$ cat config.mk
export PLATFORM = sky130hd
export DESIGN_NAME = pdvm_power_monitor
export DESIGN_NICKNAME = d
export VERILOG_FILES = /design/src/core/pdvm_power_monitor.v
export VERILOG_INCLUDE_DIRS = /design/src /design/src/core
export SDC_FILE = /design/constraint.sdc
export NUM_CORES = 1
export LEC_CHECK = 0
export BUFFER_PORTS_ARGS = -buffer_cell sky130_fd_sc_hd__buf_2
export CORE_UTILIZATION = 51
export CTS_BUF_LIST = sky130_fd_sc_hd__clkbuf_8
export DETAILED_ROUTE_END_ITERATION = 10
export PLACE_DENSITY_LB_ADDON = 0.15
export REMOVE_ABC_BUFFERS = 1
export SLEW_MARGIN = 20
export SYNTH_ARGS = -nofsm -noshare
export SYNTH_HDL_FRONTEND = slang
export SYNTH_SLANG_ARGS = --single-unit
$ cat constraint.sdc
create_clock -name i_clk -period 2.3 [get_ports i_clk]
set_input_delay 0.46 -clock i_clk [delete_from_list [all_inputs] [get_ports i_clk]]
set_output_delay 0.46 -clock i_clk [all_outputs]
set_load 0.01 [all_outputs]
$ cat src/core/pdvm_map.vh
// pdvm_map.vh: offsets, field positions, reset values and timing counts
// for the power-down and voltage monitor block; definitions only.
`ifndef PDVM_MAP_VH
`define PDVM_MAP_VH
`define PDVM_CTRL_OFFSET     12'h030
`define PDVM_CTRL_RESET      8'h00
`define PDVM_BIT_UVD         0
`define PDVM_BIT_DEPTH       2
`define PDVM_BIT_WSHORT      3
`define PDVM_BIT_CLKSRC      7
`define PDVM_WARM_SHORT      9'h010
`define PDVM_WARM_LONG       9'h100
`define PDVM_CLK_HZ          10000000
`define PDVM_UVD_SETTLE_NS   3000
`define PDVM_UVD_SETTLE_CYC  ((`PDVM_UVD_SETTLE_NS * (`PDVM_CLK_HZ / 1000000) + 999) / 1000)
`define PDVM_RESP_OKAY       2'h0
`define PDVM_RESP_SLVERR     2'h2
`endif

$ cat src/core/pdvm_power_monitor.v
// pdvm_power_monitor.v: power-down sequencer, undervoltage detector control
// and brownout reset, with an axi4-lite slave for the control register.
// assumes one 10 mhz clock; cpu handshake signals are on the same clock,
// comparator inputs and oscillator tick come from outside and are synchronised.
`timescale 1ns/1ps
`include "pdvm_map.vh"
module pdvm_power_monitor
(
    input  wire        i_clk,
    input  wire        i_rstn,
    // axi4-lite slave
    input  wire [11:0] i_awaddr,
    input  wire        i_awvalid,
    output wire        o_awready,
    input  wire [31:0] i_wdata,
    input  wire [3:0]  i_wstrb,
    input  wire        i_wvalid,
    output wire        o_wready,
    output reg  [1:0]  o_bresp,
    output reg         o_bvalid,
    input  wire        i_bready,
    input  wire [11:0] i_araddr,
    input  wire        i_arvalid,
    output wire        o_arready,
    output reg  [31:0] o_rdata,
    output reg  [1:0]  o_rresp,
    output reg         o_rvalid,
    input  wire        i_rready,
    // cpu core side
    input  wire        i_sleep_op,       // pulse: sleep opcode executed
    input  wire        i_stop_op,        // pulse: stop opcode executed
    input  wire        i_irq_pending,    // any interrupt request
    input  wire        i_irq_disable,    // cpu interrupt-disable flag
    input  wire        i_osc_tick,       // main oscillator edge, async
    input  wire        i_uvd_cmp,        // undervoltage comparator, async
    input  wire        i_brownout_cmp,   // brownout comparator, async
    output reg         o_cpu_halt,       // cpu holds pc and all state
    output reg         o_wake_vector,    // pulse: take interrupt vector
    output reg         o_wake_resume,    // pulse: resume at next opcode
    output reg         o_main_osc_en,    // main oscillator running
    output reg         o_cpu_clk_en,     // cpu clock gate
    output reg         o_timer_main_en,  // main-clocked timers and tone gen
    output reg         o_uvd_enable,     // analog detector enable
    output reg         o_reset_pin_n,    // brownout reset output, low active
    output wire [1:0]  o_pwr_state       // current power state
);

    // power states
    localparam [1:0] ST_RUN   = 2'h0;
    localparam [1:0] ST_LIGHT = 2'h1;
    localparam [1:0] ST_DEEP  = 2'h2;
    localparam [1:0] ST_HALT  = 2'h3;
    localparam [1:0] PH_IDLE  = 2'h0;   // no warm-up in progress
    localparam [1:0] PH_WARM  = 2'h1;   // counting oscillator ticks
    localparam [1:0] PH_BOOT  = 2'h2;   // warm-up after reset

    reg  [7:0]  ctrl_r;                 // control register bits
    reg  [1:0]  state_r;                // power state
    reg  [1:0]  phase_r;                // warm-up phase
    reg  [8:0]  warm_cnt_r;             // oscillator ticks left
    reg         wake_irq_r;             // wake was unmasked interrupt
    reg  [5:0]  uvd_cnt_r;              // settle counter
    reg         uvd_read_r;             // first read seen since enable
    reg  [2:0]  tick_s_r;               // osc tick sync and edge history
    reg  [1:0]  uvd_s_r;                // comparator synchroniser
    reg  [1:0]  bo_s_r;                 // brownout synchroniser
    reg         aw_hold_r;              // write address taken
    reg         w_hold_r;               // write data taken
    reg  [11:0] awaddr_r;               // held write address
    reg  [7:0]  wdata_r;                // held write byte
    reg         wstrb_r;                // held lane 0 strobe
    wire        tick_edge;              // one osc tick seen
    wire        wr_go;                  // write completes this cycle
    wire        wr_hit;                 // write hits control register
    wire        rd_go;                  // read taken this cycle
    wire [7:0]  rd_view;                // read image of control register
    wire [8:0]  warm_len;               // selected warm-up length
    wire [11:0] ctrl_addr = `PDVM_CTRL_OFFSET;     // control register byte address
    wire [31:0] settle_cyc = `PDVM_UVD_SETTLE_CYC; // integer count, only low six bits are used

    assign o_pwr_state = state_r;

    // synchronisers: first flop feeds only the second
    always @(posedge i_clk or negedge i_rstn)
    begin
        if (!i_rstn)
        begin
            tick_s_r <= 3'h0;
            uvd_s_r  <= 2'h0;
            bo_s_r   <= 2'h0;
        end
        else
        begin
            tick_s_r <= {tick_s_r[1:0], i_osc_tick};
            uvd_s_r  <= {uvd_s_r[0], i_uvd_cmp};
            bo_s_r   <= {bo_s_r[0], i_brownout_cmp};
        end
    end
    assign tick_edge = tick_s_r[1] & ~tick_s_r[2];

    // brownout reset: always on, no control bit can mask it
    always @(posedge i_clk or negedge i_rstn)
    begin
        if (!i_rstn)
            o_reset_pin_n <= 1'b1;
        else
            o_reset_pin_n <= ~bo_s_r[1];
    end

    // axi4-lite handshakes: take each channel once, answer after both
    assign o_awready = ~aw_hold_r & ~o_bvalid;
    assign o_wready  = ~w_hold_r & ~o_bvalid;
    assign o_arready = ~o_rvalid;
    assign wr_go     = aw_hold_r & w_hold_r & ~o_bvalid;
    assign wr_hit    = (awaddr_r[11:2] == ctrl_addr[11:2]);
    assign rd_go     = i_arvalid & o_arready;
    assign warm_len  = ctrl_r[`PDVM_BIT_WSHORT] ? `PDVM_WARM_SHORT
                                                : `PDVM_WARM_LONG;
    // bit 0 reads the comparator only once settled and pre-read; bit 1 reads 1
    assign rd_view   = {ctrl_r[7:2], 1'b1,
                        uvd_s_r[1] & (uvd_cnt_r == 6'h0) & uvd_read_r};

    // write channel capture
    always @(posedge i_clk or negedge i_rstn)
    begin
        if (!i_rstn)
        begin
            aw_hold_r <= 1'b0;
            w_hold_r  <= 1'b0;
            awaddr_r  <= 12'h000;
            wdata_r   <= 8'h00;
            wstrb_r   <= 1'b0;
            o_bvalid  <= 1'b0;
            o_bresp   <= `PDVM_RESP_OKAY;
        end
        else
        begin
            if (i_awvalid && o_awready)
            begin
                aw_hold_r <= 1'b1;
                awaddr_r  <= i_awaddr;
            end
            if (i_wvalid && o_wready)
            begin
                w_hold_r <= 1'b1;
                wdata_r  <= i_wdata[7:0];
                wstrb_r  <= i_wstrb[0];
            end
            if (wr_go)
            begin
                aw_hold_r <= 1'b0;
                w_hold_r  <= 1'b0;
                o_bvalid  <= 1'b1;
                o_bresp   <= wr_hit ? `PDVM_RESP_OKAY : `PDVM_RESP_SLVERR;
            end
            else if (o_bvalid && i_bready)
                o_bvalid <= 1'b0;
        end
    end

    // read channel: one cycle after address
    always @(posedge i_clk or negedge i_rstn)
    begin
        if (!i_rstn)
        begin
            o_rvalid <= 1'b0;
            o_rdata  <= 32'h0000_0000;
            o_rresp  <= `PDVM_RESP_OKAY;
        end
        else if (rd_go)
        begin
            o_rvalid <= 1'b1;
            if (i_araddr[11:2] == ctrl_addr[11:2])
            begin
                o_rdata <= {24'h000000, rd_view};
                o_rresp <= `PDVM_RESP_OKAY;
            end
            else
            begin
                o_rdata <= 32'h0000_0000;
                o_rresp <= `PDVM_RESP_SLVERR;
            end
        end
        else if (o_rvalid && i_rready)
            o_rvalid <= 1'b0;
    end

    // control register and undervoltage detector sequencing
    always @(posedge i_clk or negedge i_rstn)
    begin
        if (!i_rstn)
        begin
            ctrl_r       <= `PDVM_CTRL_RESET;
            uvd_cnt_r    <= 6'h0;
            uvd_read_r   <= 1'b0;
            o_uvd_enable <= 1'b0;
        end
        else
        begin
            if (wr_go && wr_hit && wstrb_r)
            begin
                ctrl_r       <= {wdata_r[7:2], 2'h0};
                o_uvd_enable <= wdata_r[`PDVM_BIT_UVD];
                // settle time restarts only on a write that turns the detector on
                if (wdata_r[`PDVM_BIT_UVD] && !o_uvd_enable)
                begin
                    uvd_cnt_r  <= settle_cyc[5:0];
                    uvd_read_r <= 1'b0;
                end
            end
            else if (uvd_cnt_r != 6'h0)
                uvd_cnt_r <= uvd_cnt_r - 6'h1;
            // first read after enable arms the stable result
            if (rd_go && o_uvd_enable && (i_araddr[11:2] == ctrl_addr[11:2]))
                uvd_read_r <= 1'b1;
        end
    end

    // power-down state machine; the cpu keeps all state while halted
    always @(posedge i_clk or negedge i_rstn)
    begin
        if (!i_rstn)
        begin
            state_r       <= ST_RUN;
            phase_r       <= PH_BOOT;       // reset always warms up
            warm_cnt_r    <= `PDVM_WARM_LONG;
            wake_irq_r    <= 1'b0;
            o_wake_vector <= 1'b0;
            o_wake_resume <= 1'b0;
        end
        else
        begin
            o_wake_vector <= 1'b0;
            o_wake_resume <= 1'b0;
            case (state_r)
                ST_RUN:
                begin
                    if (phase_r == PH_BOOT)
                    begin
                        // count ticks of the now running oscillator
                        if (tick_edge)
                            warm_cnt_r <= warm_cnt_r - 9'h1;
                        if (tick_edge && warm_cnt_r == 9'h1)
                            phase_r <= PH_IDLE;
                    end
                    else if (i_stop_op)
                        state_r <= ST_HALT;
                    else if (i_sleep_op)
                        state_r <= ctrl_r[`PDVM_BIT_DEPTH] ? ST_DEEP
                                                            : ST_LIGHT;
                end
                ST_LIGHT:
                begin
                    // masked or not, any request wakes
                    if (i_irq_pending)
                    begin
                        state_r       <= ST_RUN;
                        o_wake_vector <= ~i_irq_disable;
                        o_wake_resume <= i_irq_disable;
                    end
                end
                ST_DEEP:
                begin
                    if (phase_r == PH_IDLE && i_irq_pending)
                    begin
                        phase_r    <= PH_WARM;
                        warm_cnt_r <= warm_len;
                        wake_irq_r <= ~i_irq_disable;
                    end
                    else if (phase_r == PH_WARM)
                    begin
                        if (tick_edge)
                            warm_cnt_r <= warm_cnt_r - 9'h1;
                        if (tick_edge && warm_cnt_r == 9'h1)
                        begin
                            phase_r       <= PH_IDLE;
                            state_r       <= ST_RUN;
                            o_wake_vector <= wake_irq_r;
                            o_wake_resume <= ~wake_irq_r;
                        end
                    end
                end
                ST_HALT:
                    state_r <= ST_HALT;      // interrupts ignored
                default:
                    state_r <= ST_RUN;
            endcase
        end
    end

    // clock gating outputs from the settled state
    always @(posedge i_clk or negedge i_rstn)
    begin
        if (!i_rstn)
        begin
            o_cpu_halt      <= 1'b1;
            o_main_osc_en   <= 1'b1;
            o_cpu_clk_en    <= 1'b0;
            o_timer_main_en <= 1'b1;
        end
        else
        begin
            // cpu frozen in any power-down, pc and registers kept
            o_cpu_halt    <= (state_r != ST_RUN) || (phase_r == PH_BOOT);
            o_cpu_clk_en  <= (state_r == ST_RUN) && (phase_r != PH_BOOT);
            // main osc off in deep and halt unless warming up
            o_main_osc_en <= (state_r == ST_RUN) || (state_r == ST_LIGHT) ||
                             (phase_r == PH_WARM);
            // main-clocked timers run only in run and light sleep
            o_timer_main_en <= (state_r == ST_RUN) || (state_r == ST_LIGHT);
        end
    end

endmodule // pdvm_power_monitor

== Yosys cells after proc, flatten, opt, wreduce, memory -nomap -nowiden ==
Cells that the tools add are included.

* Register bits: 103
* Bits in latches: 0
* RAM bits: 0
* ROM bits: 0
* Input port bits: 74
* Output and inout bits: 51
* Logic and storage cells: 145
* Memories: 0

* Add/sub/neg operators: 2
* Multipliers: 0
* Divide/modulo/power cells: 0
* Order comparisons: 0
* Equal/unequal tests: 18
* Shifts and indexed selects: 0
* Muxes and demuxes: 47
* Bitwise gates (word level): 16
* Reductions and logical operators: 34

{| class="wikitable"
|+ Operators by type and width
! operator !! count
|-
| $mux 9 || 5
|-
| $mux 2 || 14
|-
| $eq 10x4->1 const B || 2
|-
| $mux 1 || 19
|-
| $mux 6 || 3
|-
| $pmux 9 s2 || 1
|-
| $reduce_bool 2->1 || 9
|-
| $ne 2x2->1 const B || 7
|-
| $logic_and 1x1->1 || 12
|-
| $eq 9x1->1 const B || 1
|-
| $sub 9x1->9 const B || 1
|-
| $and 1x1->1 || 8
|-
| $mux 8 || 1
|-
| $not 1->1 || 8
|-
| $pmux 2 s4 || 1
|-
| $eq 2x2->1 const B || 3
|-
| $logic_not 6->1 || 1
|-
| $ne 3x3->1 const B || 2
|-
| $reduce_and 2->1 || 3
|-
| $reduce_and 6->1 || 1
|-
| $reduce_bool 6->1 || 1
|-
| $sub 6x1->6 const B || 1
|-
| $eq 2x1->1 const B || 2
|-
| $logic_not 2->1 || 2
|-
| other kinds (6) || 9
|}

== Logic depth before layout (Yosys ltp) ==
Gate-level depths: netlist of run 1.

* Depth after elaboration: 7
* Mapped depth: 7
* Mapped depth without buffers: 6

== Worst setup path before layout of run 1 ==
Ideal clock, no wire load.

* Path type: flip-flop to flip-flop
* From: register state_r[0], in the netlist o_pwr_state[0]
* To: register warm_cnt_r[6]
* Library setup time: 0.078 ns
* Data arrival time: 1.960 ns
* Data required time: 2.222 ns
* Setup slack: 0.263 ns
* Cell stages (with the launch flop): 7
* Buffers on the path: 0
* Clock period less this slack: 2.037 ns
* Cells stage by stage: dfrtp_1 > inv_1 > ha_1 > and4bb_2 > a31oi_1 > or4b_2 > a21oi_1

* Cells in the longest elaborated chain, start to end: 3
* Elaborated cells between the ends (all ways): 7
* Classes of those cells: 3 x eq/ne; 1 x mux; 3 x reduce/logical

{| class="wikitable"
|+ RTL lines
! item !! RTL line !! text
|-
| start: declaration || pdvm_power_monitor.v:58 || <nowiki>reg [1:0] state_r;</nowiki>
|-
| start signal: assignment || pdvm_power_monitor.v:249 || <nowiki>state_r <= ctrl_r[`PDVM_BIT_DEPTH] ? ST_DEEP</nowiki>
|-
| $eq 2x2->1 / $logic_not 2->1 (equally long branches) || pdvm_power_monitor.v:235 || <nowiki>case (state_r)</nowiki>
|-
| $ne 3x3->1 (no line), or another cell as far along || - ||
|-
| $reduce_and 3->1 (no line) || - ||
|-
| end signal: assignment || pdvm_power_monitor.v:226 || <nowiki>warm_cnt_r <= `PDVM_WARM_LONG;</nowiki>
|-
| end signal: assignment || pdvm_power_monitor.v:242 || <nowiki>warm_cnt_r <= warm_cnt_r - 9'h1;</nowiki>
|-
| end signal: assignment || pdvm_power_monitor.v:267 || <nowiki>warm_cnt_r <= warm_len;</nowiki>
|-
| end: declaration || pdvm_power_monitor.v:60 || <nowiki>reg [8:0] warm_cnt_r;</nowiki>
|}

Parallel ways exist; a longest one is shown, timed or not.
A chain may end at the register's enable or synchronous reset.

== Worst setup path in the final report of run 1 ==
Same ends and word-level chain as after synthesis.

==> impl_metrics.csv, run 1 <==
group,metric,value,unit
place,io_buffers,66,
critical_path,arrival,2.36,ns
power_and_ir_drop,seqPwrFrac,45.6,%
timing,tns,0,ns
clock_network,clock-sinks,74,
final_layout,syn_to_final_growth,16.7,%
timing,tightest_slew,0.532,ns
place,placed_cells,449,
die,die_area,0.00721,sq mm
timing,setup_viol,0,
critical_path,worstSetupStartpointType,"flip-flop",
clock_network,cts_hold_buf,0,
run_status,outcome,"finished with violations",
logic_synthesis,synth-seq-cells,74,
clock_network,cts_buffers,9,
run,drv_cap,0,
timing,rsz0062_at_grt,"no",
drt,routed_via_density,5.24,
die,start_util,54.0,%
timing,fin_crit,2.09,ns
logic_synthesis,syn_area_per_cell,11.5,sq um
critical_path,crit_type,"reg -> reg",
grt,grt.overflow.total,0,
timing,relSlewSlack,64.2,%
logic_synthesis,synth_area_leaders,"dfrtp_1, mux2_2, buf_4",
final_layout,nNetsFinal,464,
timing,clock.fmax,478,MHz
drt,wirelength,6140,um
grt,grt_max_degree,39,
critical_path,cp_cell_sequence,"inv_1, ha_1, and4bb_2, a31oi_1, or4b_2, a21oi_1",
power_and_ir_drop,p_int,2.98,mW
power_and_ir_drop,p_leak,2.01,nW
critical_path,path_buf_inv,1,
critical_path,cpPeakStageDelay,0.66,ns
logic_synthesis,synth_seq_area_share,53.0,%
place,routabilityCongestion,0.836,
die,chipHeight,84.9,um
drt,drc_errors,12,
clock_network,clk_path_buf_depth,2,
logic_synthesis,netlist_area,0.00351,sq mm
critical_path,crit_fanout,7,
final_layout,drive_above_1_share,35.8,%
critical_path,required,2.57,ns
power_and_ir_drop,switching_share,33.4,%
timing,hold_violations,0,
grt,grt_pass1_wl,10500,um
drt,routedWlPerCell,13.2,um
grt,antenna_found_initial,0,
logic_synthesis,async_reset_ff_share,100,%
run_status,failed_checks,"design-rule violations",
drt,ant_nets,0,
logic_synthesis,synth_flop_cell,"dfrtp_1",
power_and_ir_drop,p_total,4.47,mW
grt,grt_pass1_vias,2277,
drt,drt_iter0_markers,132,
critical_path,critPathCaptureType,"flip-flop",
clock_network,cts.repair.resized,0,
final_layout,fillers,532,
final_layout,antenna_cells,0,
clock_network,insertion_delay,0.34,ns
drt,first_pass_iters,8,
timing,skew,0.00591,ns
critical_path,critPathTopFamily,"simple AND/OR/NAND/NOR gates",
grt,grtUsageTotal,18.8,%
power_and_ir_drop,ir_drop,0.626,mV
power_and_ir_drop,pwr-share-clk,21.7,%
hold_path,holdCritPathClass,"in -> async",
logic_synthesis,yosysUniqueCellTypes,58,
logic_synthesis,synth.top_cell.area_share,48.5,%
power_and_ir_drop,powerDensity,1090,mW/mm^2
logic_synthesis,syn_inst,305,
logic_synthesis,yosys_warnings,0,
logic_synthesis,synth_edf_count,0,
die,coreArea,0.00649,sq mm
logic_synthesis,synth_largest_area_cell,"dfrtp_1",
clock_network,cts_setup_buffers,0,
final_layout,utilization,63.0,%
clock_network,cts_root_buf,"clkbuf_8",
critical_path,slowest_stage,"or4b_2",
die,die_w,84.9,um
clock_network,clk_pin_slew,0.07,ns
power_and_ir_drop,power_switching,1.49,mW
die,rows,29,
place,dpl_cell_area,0.00389,sq mm
clock_network,cts_tree,"yes",
power_and_ir_drop,combPwrFrac,32.6,%
place,dpl.hpwl,4530,um
critical_path,r2r_slack,0.21,ns
timing,slew_viol_final,0,
timing,min_period_over_period,91.0,%
final_layout,design_area,0.00409,sq mm
drt,vias,2438,
die,io_pins,125,
clock_network,cts_max_level,3,
final_layout,layoutNonFillerInstCount,465,
registers in the layout, summed over array words and instances (netlist names), 2 cells and up:
register	count
tick_s_r	3
awaddr_r	10
phase_r	2
uvd_cnt_r	6
wdata_r	7
warm_cnt_r	9
uvd_s_r	2
o_pwr_state	2
ctrl_r	6
o_rdata	8
bo_s_r	2
worst reg2reg max path: stages (launching register included):
cell      delay (ns)
dfrtp_1         0.41
inv_1           0.08
ha_1            0.28
and4bb_2        0.35
a31oi_1         0.08
or4b_2          0.66
a21oi_1         0.16
power by group through the flow:
| stage | clock network [mW] | logic (mW) | registers, mW |
|---|---|---|---|
| floorplan | 0 | 1.05 | 2.03 |
| global placement | 0 | 1.42 | 2.05 |
| detailed placement | 0 | 1.47 | 2.07 |
| CTS | 1.01 | 1.47 | 2.05 |
| global route | 1.07 | 1.65 | 2.12 |
| finish | 0.972 | 1.46 | 2.04 |
through the flow:
| stage | setup slack (ns) | hold slack (ns) |
|---|---|---|
| 3_3_place_gp | 0.276 | 0.333 |
| 2_1_floorplan | 0.132 | 0.164 |
| 5_1_grt | 0.0819 | 0.111 |
| 6_report | 0.208 | 0.0704 |
| 3_5_place_dp | 0.223 | 0.335 |
| 4_1_cts | 0.194 | 0.0767 |
placed cells by master (no fill, tap or decap), drive strengths merged, types with 6 or more instances in the layout:
master  count
a22o        7
dfrtp      68
a21oi      14
clkbuf     13
conb       26
nand2       8
nand4       6
dfstp       6
inv        23
mux2       27
ha          7
o21ai       9
buf        77
nor2       18
cell type report:
cell class | instances | area (sq um) | share of cell area (%)
well taps | 77 | 96.3 | 2.35
clock inverters | 3 | 21.3 | 0.520
clock buffers | 13 | 179 | 4.37
inverters | 23 | 86.3 | 2.11
flip-flops and latches | 74 | 1860 | 45.4
multi-input cells | 198 | 1420 | 34.8
repair buffers | 77 | 428 | 10.5
cell families (layout without fill, tap and decap cells):
family	Yosys count	after routing	synth area share, %
buffers and inverters	58	116	9.28
AOI/OAI and AO/OA	58	58	11.5
adders and majority gates	7	7	2.50
other	1	26	0.107
muxes	28	28	8.95
xor gates and xnor gates	1	1	0.250
and+or+nand+nor	78	78	14.4
DFF	74	74	53.0
worst paths after layout:
check	startpoint	end	depth (start not counted)
hold / removal	i_rstn	o_wake_resume	1
setup reg to reg	o_pwr_state[0]	warm_cnt_r[6]	6
min in group i_clk	i_uvd_cmp	uvd_s_r[0]	1
setup / recovery	o_pwr_state[0]	warm_cnt_r[6]	6
hold reg to reg	bo_s_r[0]	bo_s_r[1]	0
max in group asynchronous	i_rstn	o_bvalid	2
routing by layer:
layer,routed length (um),GRT usage (%),vias up
met4,72,7.40,0
met2,2710,28.7,87
met5,0,0,-
li1,-,-,1189
met3,386,5.84,7
met1,2980,25.3,1155
cell usage after synthesis, drive strengths merged (4+ instances only):
| library cell | number |
|---|---|
| a21oi | 14 |
| mux2 | 27 |
| ha | 7 |
| o21ai | 9 |
| buf | 29 |
| nand4 | 6 |
| nand2 | 8 |
| inv | 23 |
| dfstp | 6 |
| nor4bb | 4 |
| dfrtp | 68 |
| nor2 | 18 |
| a31oi | 4 |
| nor3b | 4 |
| clkbuf | 6 |
| nor4 | 4 |
| a22o | 7 |
| and2 | 4 |
Power figures use the tool's default switching activity.
==> run 2: changes to the inputs <==
--- a/config.mk
+++ b/config.mk
@@ -7,7 +7,7 @@
 export NUM_CORES = 1
 export LEC_CHECK = 0
 export BUFFER_PORTS_ARGS = -buffer_cell sky130_fd_sc_hd__buf_2
-export CORE_UTILIZATION = 51
+export CORE_UTILIZATION = 43
 export CTS_BUF_LIST = sky130_fd_sc_hd__clkbuf_8
 export DETAILED_ROUTE_END_ITERATION = 10
 export PLACE_DENSITY_LB_ADDON = 0.15
==> impl_metrics.csv, run 2 (synthesis results as in run 1) <==
group,metric,value,unit
die,die_area,0.00852,sq mm
hold_path,holdCritPathClass,"in -> async",
die,start_util,44.9,%
clock_network,cts_max_level,3,
timing,min_period_over_period,91.1,%
die,coreArea,0.00781,sq mm
timing,fin_hold_ws,0.0611,ns
final_layout,nNetsFinal,462,
drt,drc_errors,0,
final_layout,layoutNonFillerInstCount,488,
drt,first_pass_iters,4,
run,drv_cap,0,
grt,grt_pass1_vias,2395,
critical_path,worstSetupStartpointType,"flip-flop",
clock_network,clk_pin_slew,0.07,ns
place,dpl.hpwl,4690,um
final_layout,drive_above_1_share,35.0,%
final_layout,multiInputGateArea,0.00142,sq mm
place,placed_cells,472,
grt,grt_max_degree,39,
grt,antenna_found_initial,0,
final_layout,top_register,"awaddr_r",
drt,wirelength,6380,um
die,die_w,92.3,um
final_layout,antenna_cells,0,
final_layout,utilization,53.2,%
clock_network,clock-sinks,74,
place,routabilityCongestion,0.782,
final_layout,largest_reg_flops,10,
clock_network,clk_path_buf_depth,2,
timing,clock.fmax,477,MHz
grt,grtUsageTotal,16.4,%
drt,routed_via_density,5.09,
drt,routedWlPerCell,13.1,um
final_layout,syn_to_final_growth,18.5,%
power_and_ir_drop,p_total,4.75,mW
drt,drt_iter0_markers,72,
drt,ant_nets,0,
critical_path,crit_fanout,7,
place,place_ws,0.231,ns
timing,fin_crit,2.10,ns
drt,vias,2485,
final_layout,design_area,0.00416,sq mm
clock_network,cts_buffers,9,
timing,setup_viol,0,
place,dpl_cell_area,0.00390,sq mm
grt,grt.overflow.total,0,
clock_network,cts_tree,"yes",
final_layout,layout_common_cells,"dfrtp_1, buf_2, conb_1",
place,io_buffers,66,
timing,setup_slack,0.205,ns
critical_path,arrival,2.37,ns
power_and_ir_drop,p_leak,2.03,nW
critical_path,required,2.57,ns
final_layout,fillers,704,
clock_network,insertion_delay,0.35,ns
critical_path,critPathCaptureType,"flip-flop",
die,chipHeight,92.3,um
die,rows,32,
power_and_ir_drop,ir_drop,0.544,mV
clock_network,cts_root_buf,"clkbuf_8",
final_layout,register_area,0.00186,sq mm
die,io_pins,125,
clock_network,cts_hold_buf,0,
critical_path,crit_type,"reg -> reg",
timing,rsz0062_at_grt,"no",
final_layout,layout_commonest_cell,"dfrtp_1",
final_layout,top_regs,"awaddr_r x10, warm_cnt_r x9, o_rdata x8",
timing,tns,0,ns
timing,slew_viol_final,0,
grt,grt_pass1_wl,10800,um
timing,skew,0.00624,ns
timing,hold_violations,0,
run_status,outcome,"finished, final reports clean",
power_and_ir_drop,powerDensity,1140,mW/mm^2
clock_network,cts.repair.resized,0,
clock_network,cts_setup_buffers,0,
## run 2: changes by cell type in the layout (fill, tap and decap cells not counted), sizes merged
cell / previous run / this run
buf: 77 / 75
bufinv: 0 / 3
clkbuf: 13 / 11
clkinv: 2 / 0
inv: 23 / 24
## run 2: power breakdown
group          switching, mW  internal [mW]
sequential             0.324           1.72
combinational          0.714          0.742
clock                  0.473          0.776
total                   1.51           3.24
## run 2: layout make-up
cell class / instances / area share, %
Timing Repair Buffer: 75 / 9.94
Clock inverter: 5 / 2.44
Multi-Input combinational cell: 198 / 34.1
Clock buffer: 11 / 3.64
Sequential cell: 74 / 44.7
Tap cell: 102 / 3.07
Inverter: 23 / 2.08
## run 2: final timing paths
kind                                  to  cells after the start  slack, ns      startpoint
max in group asynchronous  o_reset_pin_n                      2       1.62          i_rstn
hold / removal             o_wake_vector                      1       0.06          i_rstn
hold reg to reg            o_reset_pin_n                      1       0.35       bo_s_r[1]
min in group i_clk             bo_s_r[0]                      1       0.21  i_brownout_cmp
setup / recovery           warm_cnt_r[6]                      6       0.20  o_pwr_state[0]
setup reg to reg           warm_cnt_r[6]                      6       0.20  o_pwr_state[0]
## run 2: layer usage
| metal | wire length, um | up-vias | GRT usage (%) |
|---|---|---|---|
| li1 | - | 1184 | - |
| met1 | 2910 | 1207 | 20.0 |
| met2 | 3010 | 82 | 27.3 |
| met3 | 337 | 12 | 3.86 |
| met4 | 124 | 0 | 7.94 |
| met5 | 0 | - | 0 |
## run 2: critical path: stages (launching register included)
cell and delay, ns:
dfrtp_1 0.42, inv_1 0.08, ha_1 0.28, and4bb_2 0.36, a31oi_1 0.07, or4b_2 0.64
a21oi_1 0.17
==> run 3: changes to the inputs <==
--- a/config.mk
+++ b/config.mk
@@ -7,6 +7,7 @@
 export NUM_CORES = 1
 export LEC_CHECK = 0
 export BUFFER_PORTS_ARGS = -buffer_cell sky130_fd_sc_hd__buf_2
+export CORE_MARGIN = 2
 export CORE_UTILIZATION = 43
 export CTS_BUF_LIST = sky130_fd_sc_hd__clkbuf_8
 export DETAILED_ROUTE_END_ITERATION = 10
==> impl_metrics.csv, run 3 (synthesis results as in run 1) <==
group,metric,value,unit
run_status,outcome,"finished, final reports clean",
critical_path,cp_cell_sequence,"inv_1, ha_1, and4bb_2, a31oi_1, or4b_2, a21oi_1",
critical_path,worstSetupStartpointType,"flip-flop",
die,io_pins,125,
clock_network,clock-sinks,74,
timing,skew,0.00671,ns
timing,tns,0,ns
clock_network,cts_tree,"yes",
drt,first_pass_iters,4,
drt,drc_errors,0,
clock_network,insertion_delay,0.33,ns
timing,setup_viol,0,
place,io_buffers,66,
timing,hold_violations,0,
grt,antenna_found_initial,0,
die,chipHeight,94.3,um
final_layout,layout_common_cells,"dfrtp_1, buf_2, conb_1",
drt,ant_nets,0,
grt,grt_pass1_wl,10900,um
timing,fin_crit,2.08,ns
power_and_ir_drop,ir_drop,0.532,mV
final_layout,layout_commonest_cell,"dfrtp_1",
timing,clock.fmax,482,MHz
critical_path,critPathCaptureType,"flip-flop",
hold_path,holdCritPathClass,"in -> async",
timing,min_period_over_period,90.3,%
drt,vias,2460,
grt,grt_max_degree,39,
final_layout,fillers,717,
clock_network,cts_buffers,9,
critical_path,required,2.55,ns
final_layout,syn_to_final_growth,16.1,%
final_layout,top_register,"awaddr_r",
run,drv_cap,0,
grt,grt_pass1_vias,2361,
die,coreArea,0.00781,sq mm
grt,grt.overflow.total,0,
power_and_ir_drop,p_leak,1.99,nW
critical_path,slowest_stage,"or4b_2",
critical_path,cpPeakStageDelay,0.64,ns
drt,wirelength,6520,um
drt,routed_via_density,5.04,
grt,grtUsageTotal,15.6,%
clock_network,cts_hold_buf,0,
final_layout,top_regs,"awaddr_r x10, warm_cnt_r x9, o_rdata x8",
clock_network,cts_setup_buffers,0,
timing,slew_viol_final,0,
final_layout,drive_above_1_share,35.0,%
drt,routedWlPerCell,13.4,um
critical_path,r2r_slack,0.22,ns
clock_network,cts.repair.resized,0,
place,routabilityCongestion,0.763,
die,start_util,44.9,%
place,dpl.hpwl,4790,um
clock_network,clk_pin_slew,0.08,ns
clock_network,clk_path_buf_depth,2,
die,die_area,0.00889,sq mm
power_and_ir_drop,p_total,4.37,mW
timing,rsz0062_at_grt,"no",
final_layout,antenna_cells,0,
final_layout,largest_reg_flops,10,
drt,drt_iter0_markers,46,
critical_path,crit_type,"reg -> reg",
die,rows,32,
die,die_w,94.3,um
clock_network,cts_root_buf,"clkbuf_8",
power_and_ir_drop,powerDensity,1070,mW/mm^2
critical_path,arrival,2.33,ns
clock_network,cts_max_level,3,
final_layout,nNetsFinal,462,
critical_path,crit_fanout,7,
run 3: final cells by class:
| type | count | area, sq um | share of cell area, % |
|---|---|---|---|
| well taps | 102 | 128 | 3.13 |
| inverters | 23 | 86.3 | 2.12 |
| clock inverters | 7 | 46.3 | 1.14 |
| clock buffers | 9 | 124 | 3.04 |
| multi-input cells | 198 | 1420 | 34.8 |
| flip-flops and latches | 74 | 1860 | 45.7 |
| repair buffers | 75 | 413 | 10.1 |
run 3: final timing paths:
path	start	end	depth (start not counted)
worst max-delay path	o_pwr_state[0]	warm_cnt_r[6]	6
worst min-delay path	i_rstn	o_wake_resume	1
worst max register to register	o_pwr_state[0]	warm_cnt_r[6]	6
worst min register to register	bo_s_r[0]	bo_s_r[1]	0
max in group asynchronous	i_rstn	o_reset_pin_n	2
min in group i_clk	i_brownout_cmp	bo_s_r[0]	1
run 3: stage by stage:
step                worst slack, ns  hold WS [ns]  instances  utilization (%)  area [sq um]
finish                        0.223        0.0772        488             52.2          4070
global route                 0.0838         0.105        488             52.2          4070
CTS                           0.208        0.0806        488             52.2          4070
detailed placement            0.223         0.337        472             50.0          3900
global placement              0.272         0.333        472             50.0          3900
floorplan                     0.132         0.164        295                -          3360
run 3: per-layer routing:
| metal | wire length (um) | track usage, % |
|---|---|---|
| met3 | 443 | 3.93 |
| met2 | 3080 | 25.6 |
| met5 | 0 | 0 |
| met4 | 66 | 5.68 |
| met1 | 2940 | 20.2 |
run 3: worst max-delay path, delay by kind of cell (launching register included):
kind / cells / cell delay (ns)
simple gates: 2 / 0.99
buf+inv: 1 / 0.08
flops: 1 / 0.43
compound gates: 2 / 0.23
fa+ha+maj: 1 / 0.27
run 3: report_power, final:
group          internal [mW]  switching, mW  leakage, nW
combinational          0.744          0.715        0.995
clock                  0.389          0.478       0.0868
sequential              1.72          0.322        0.908
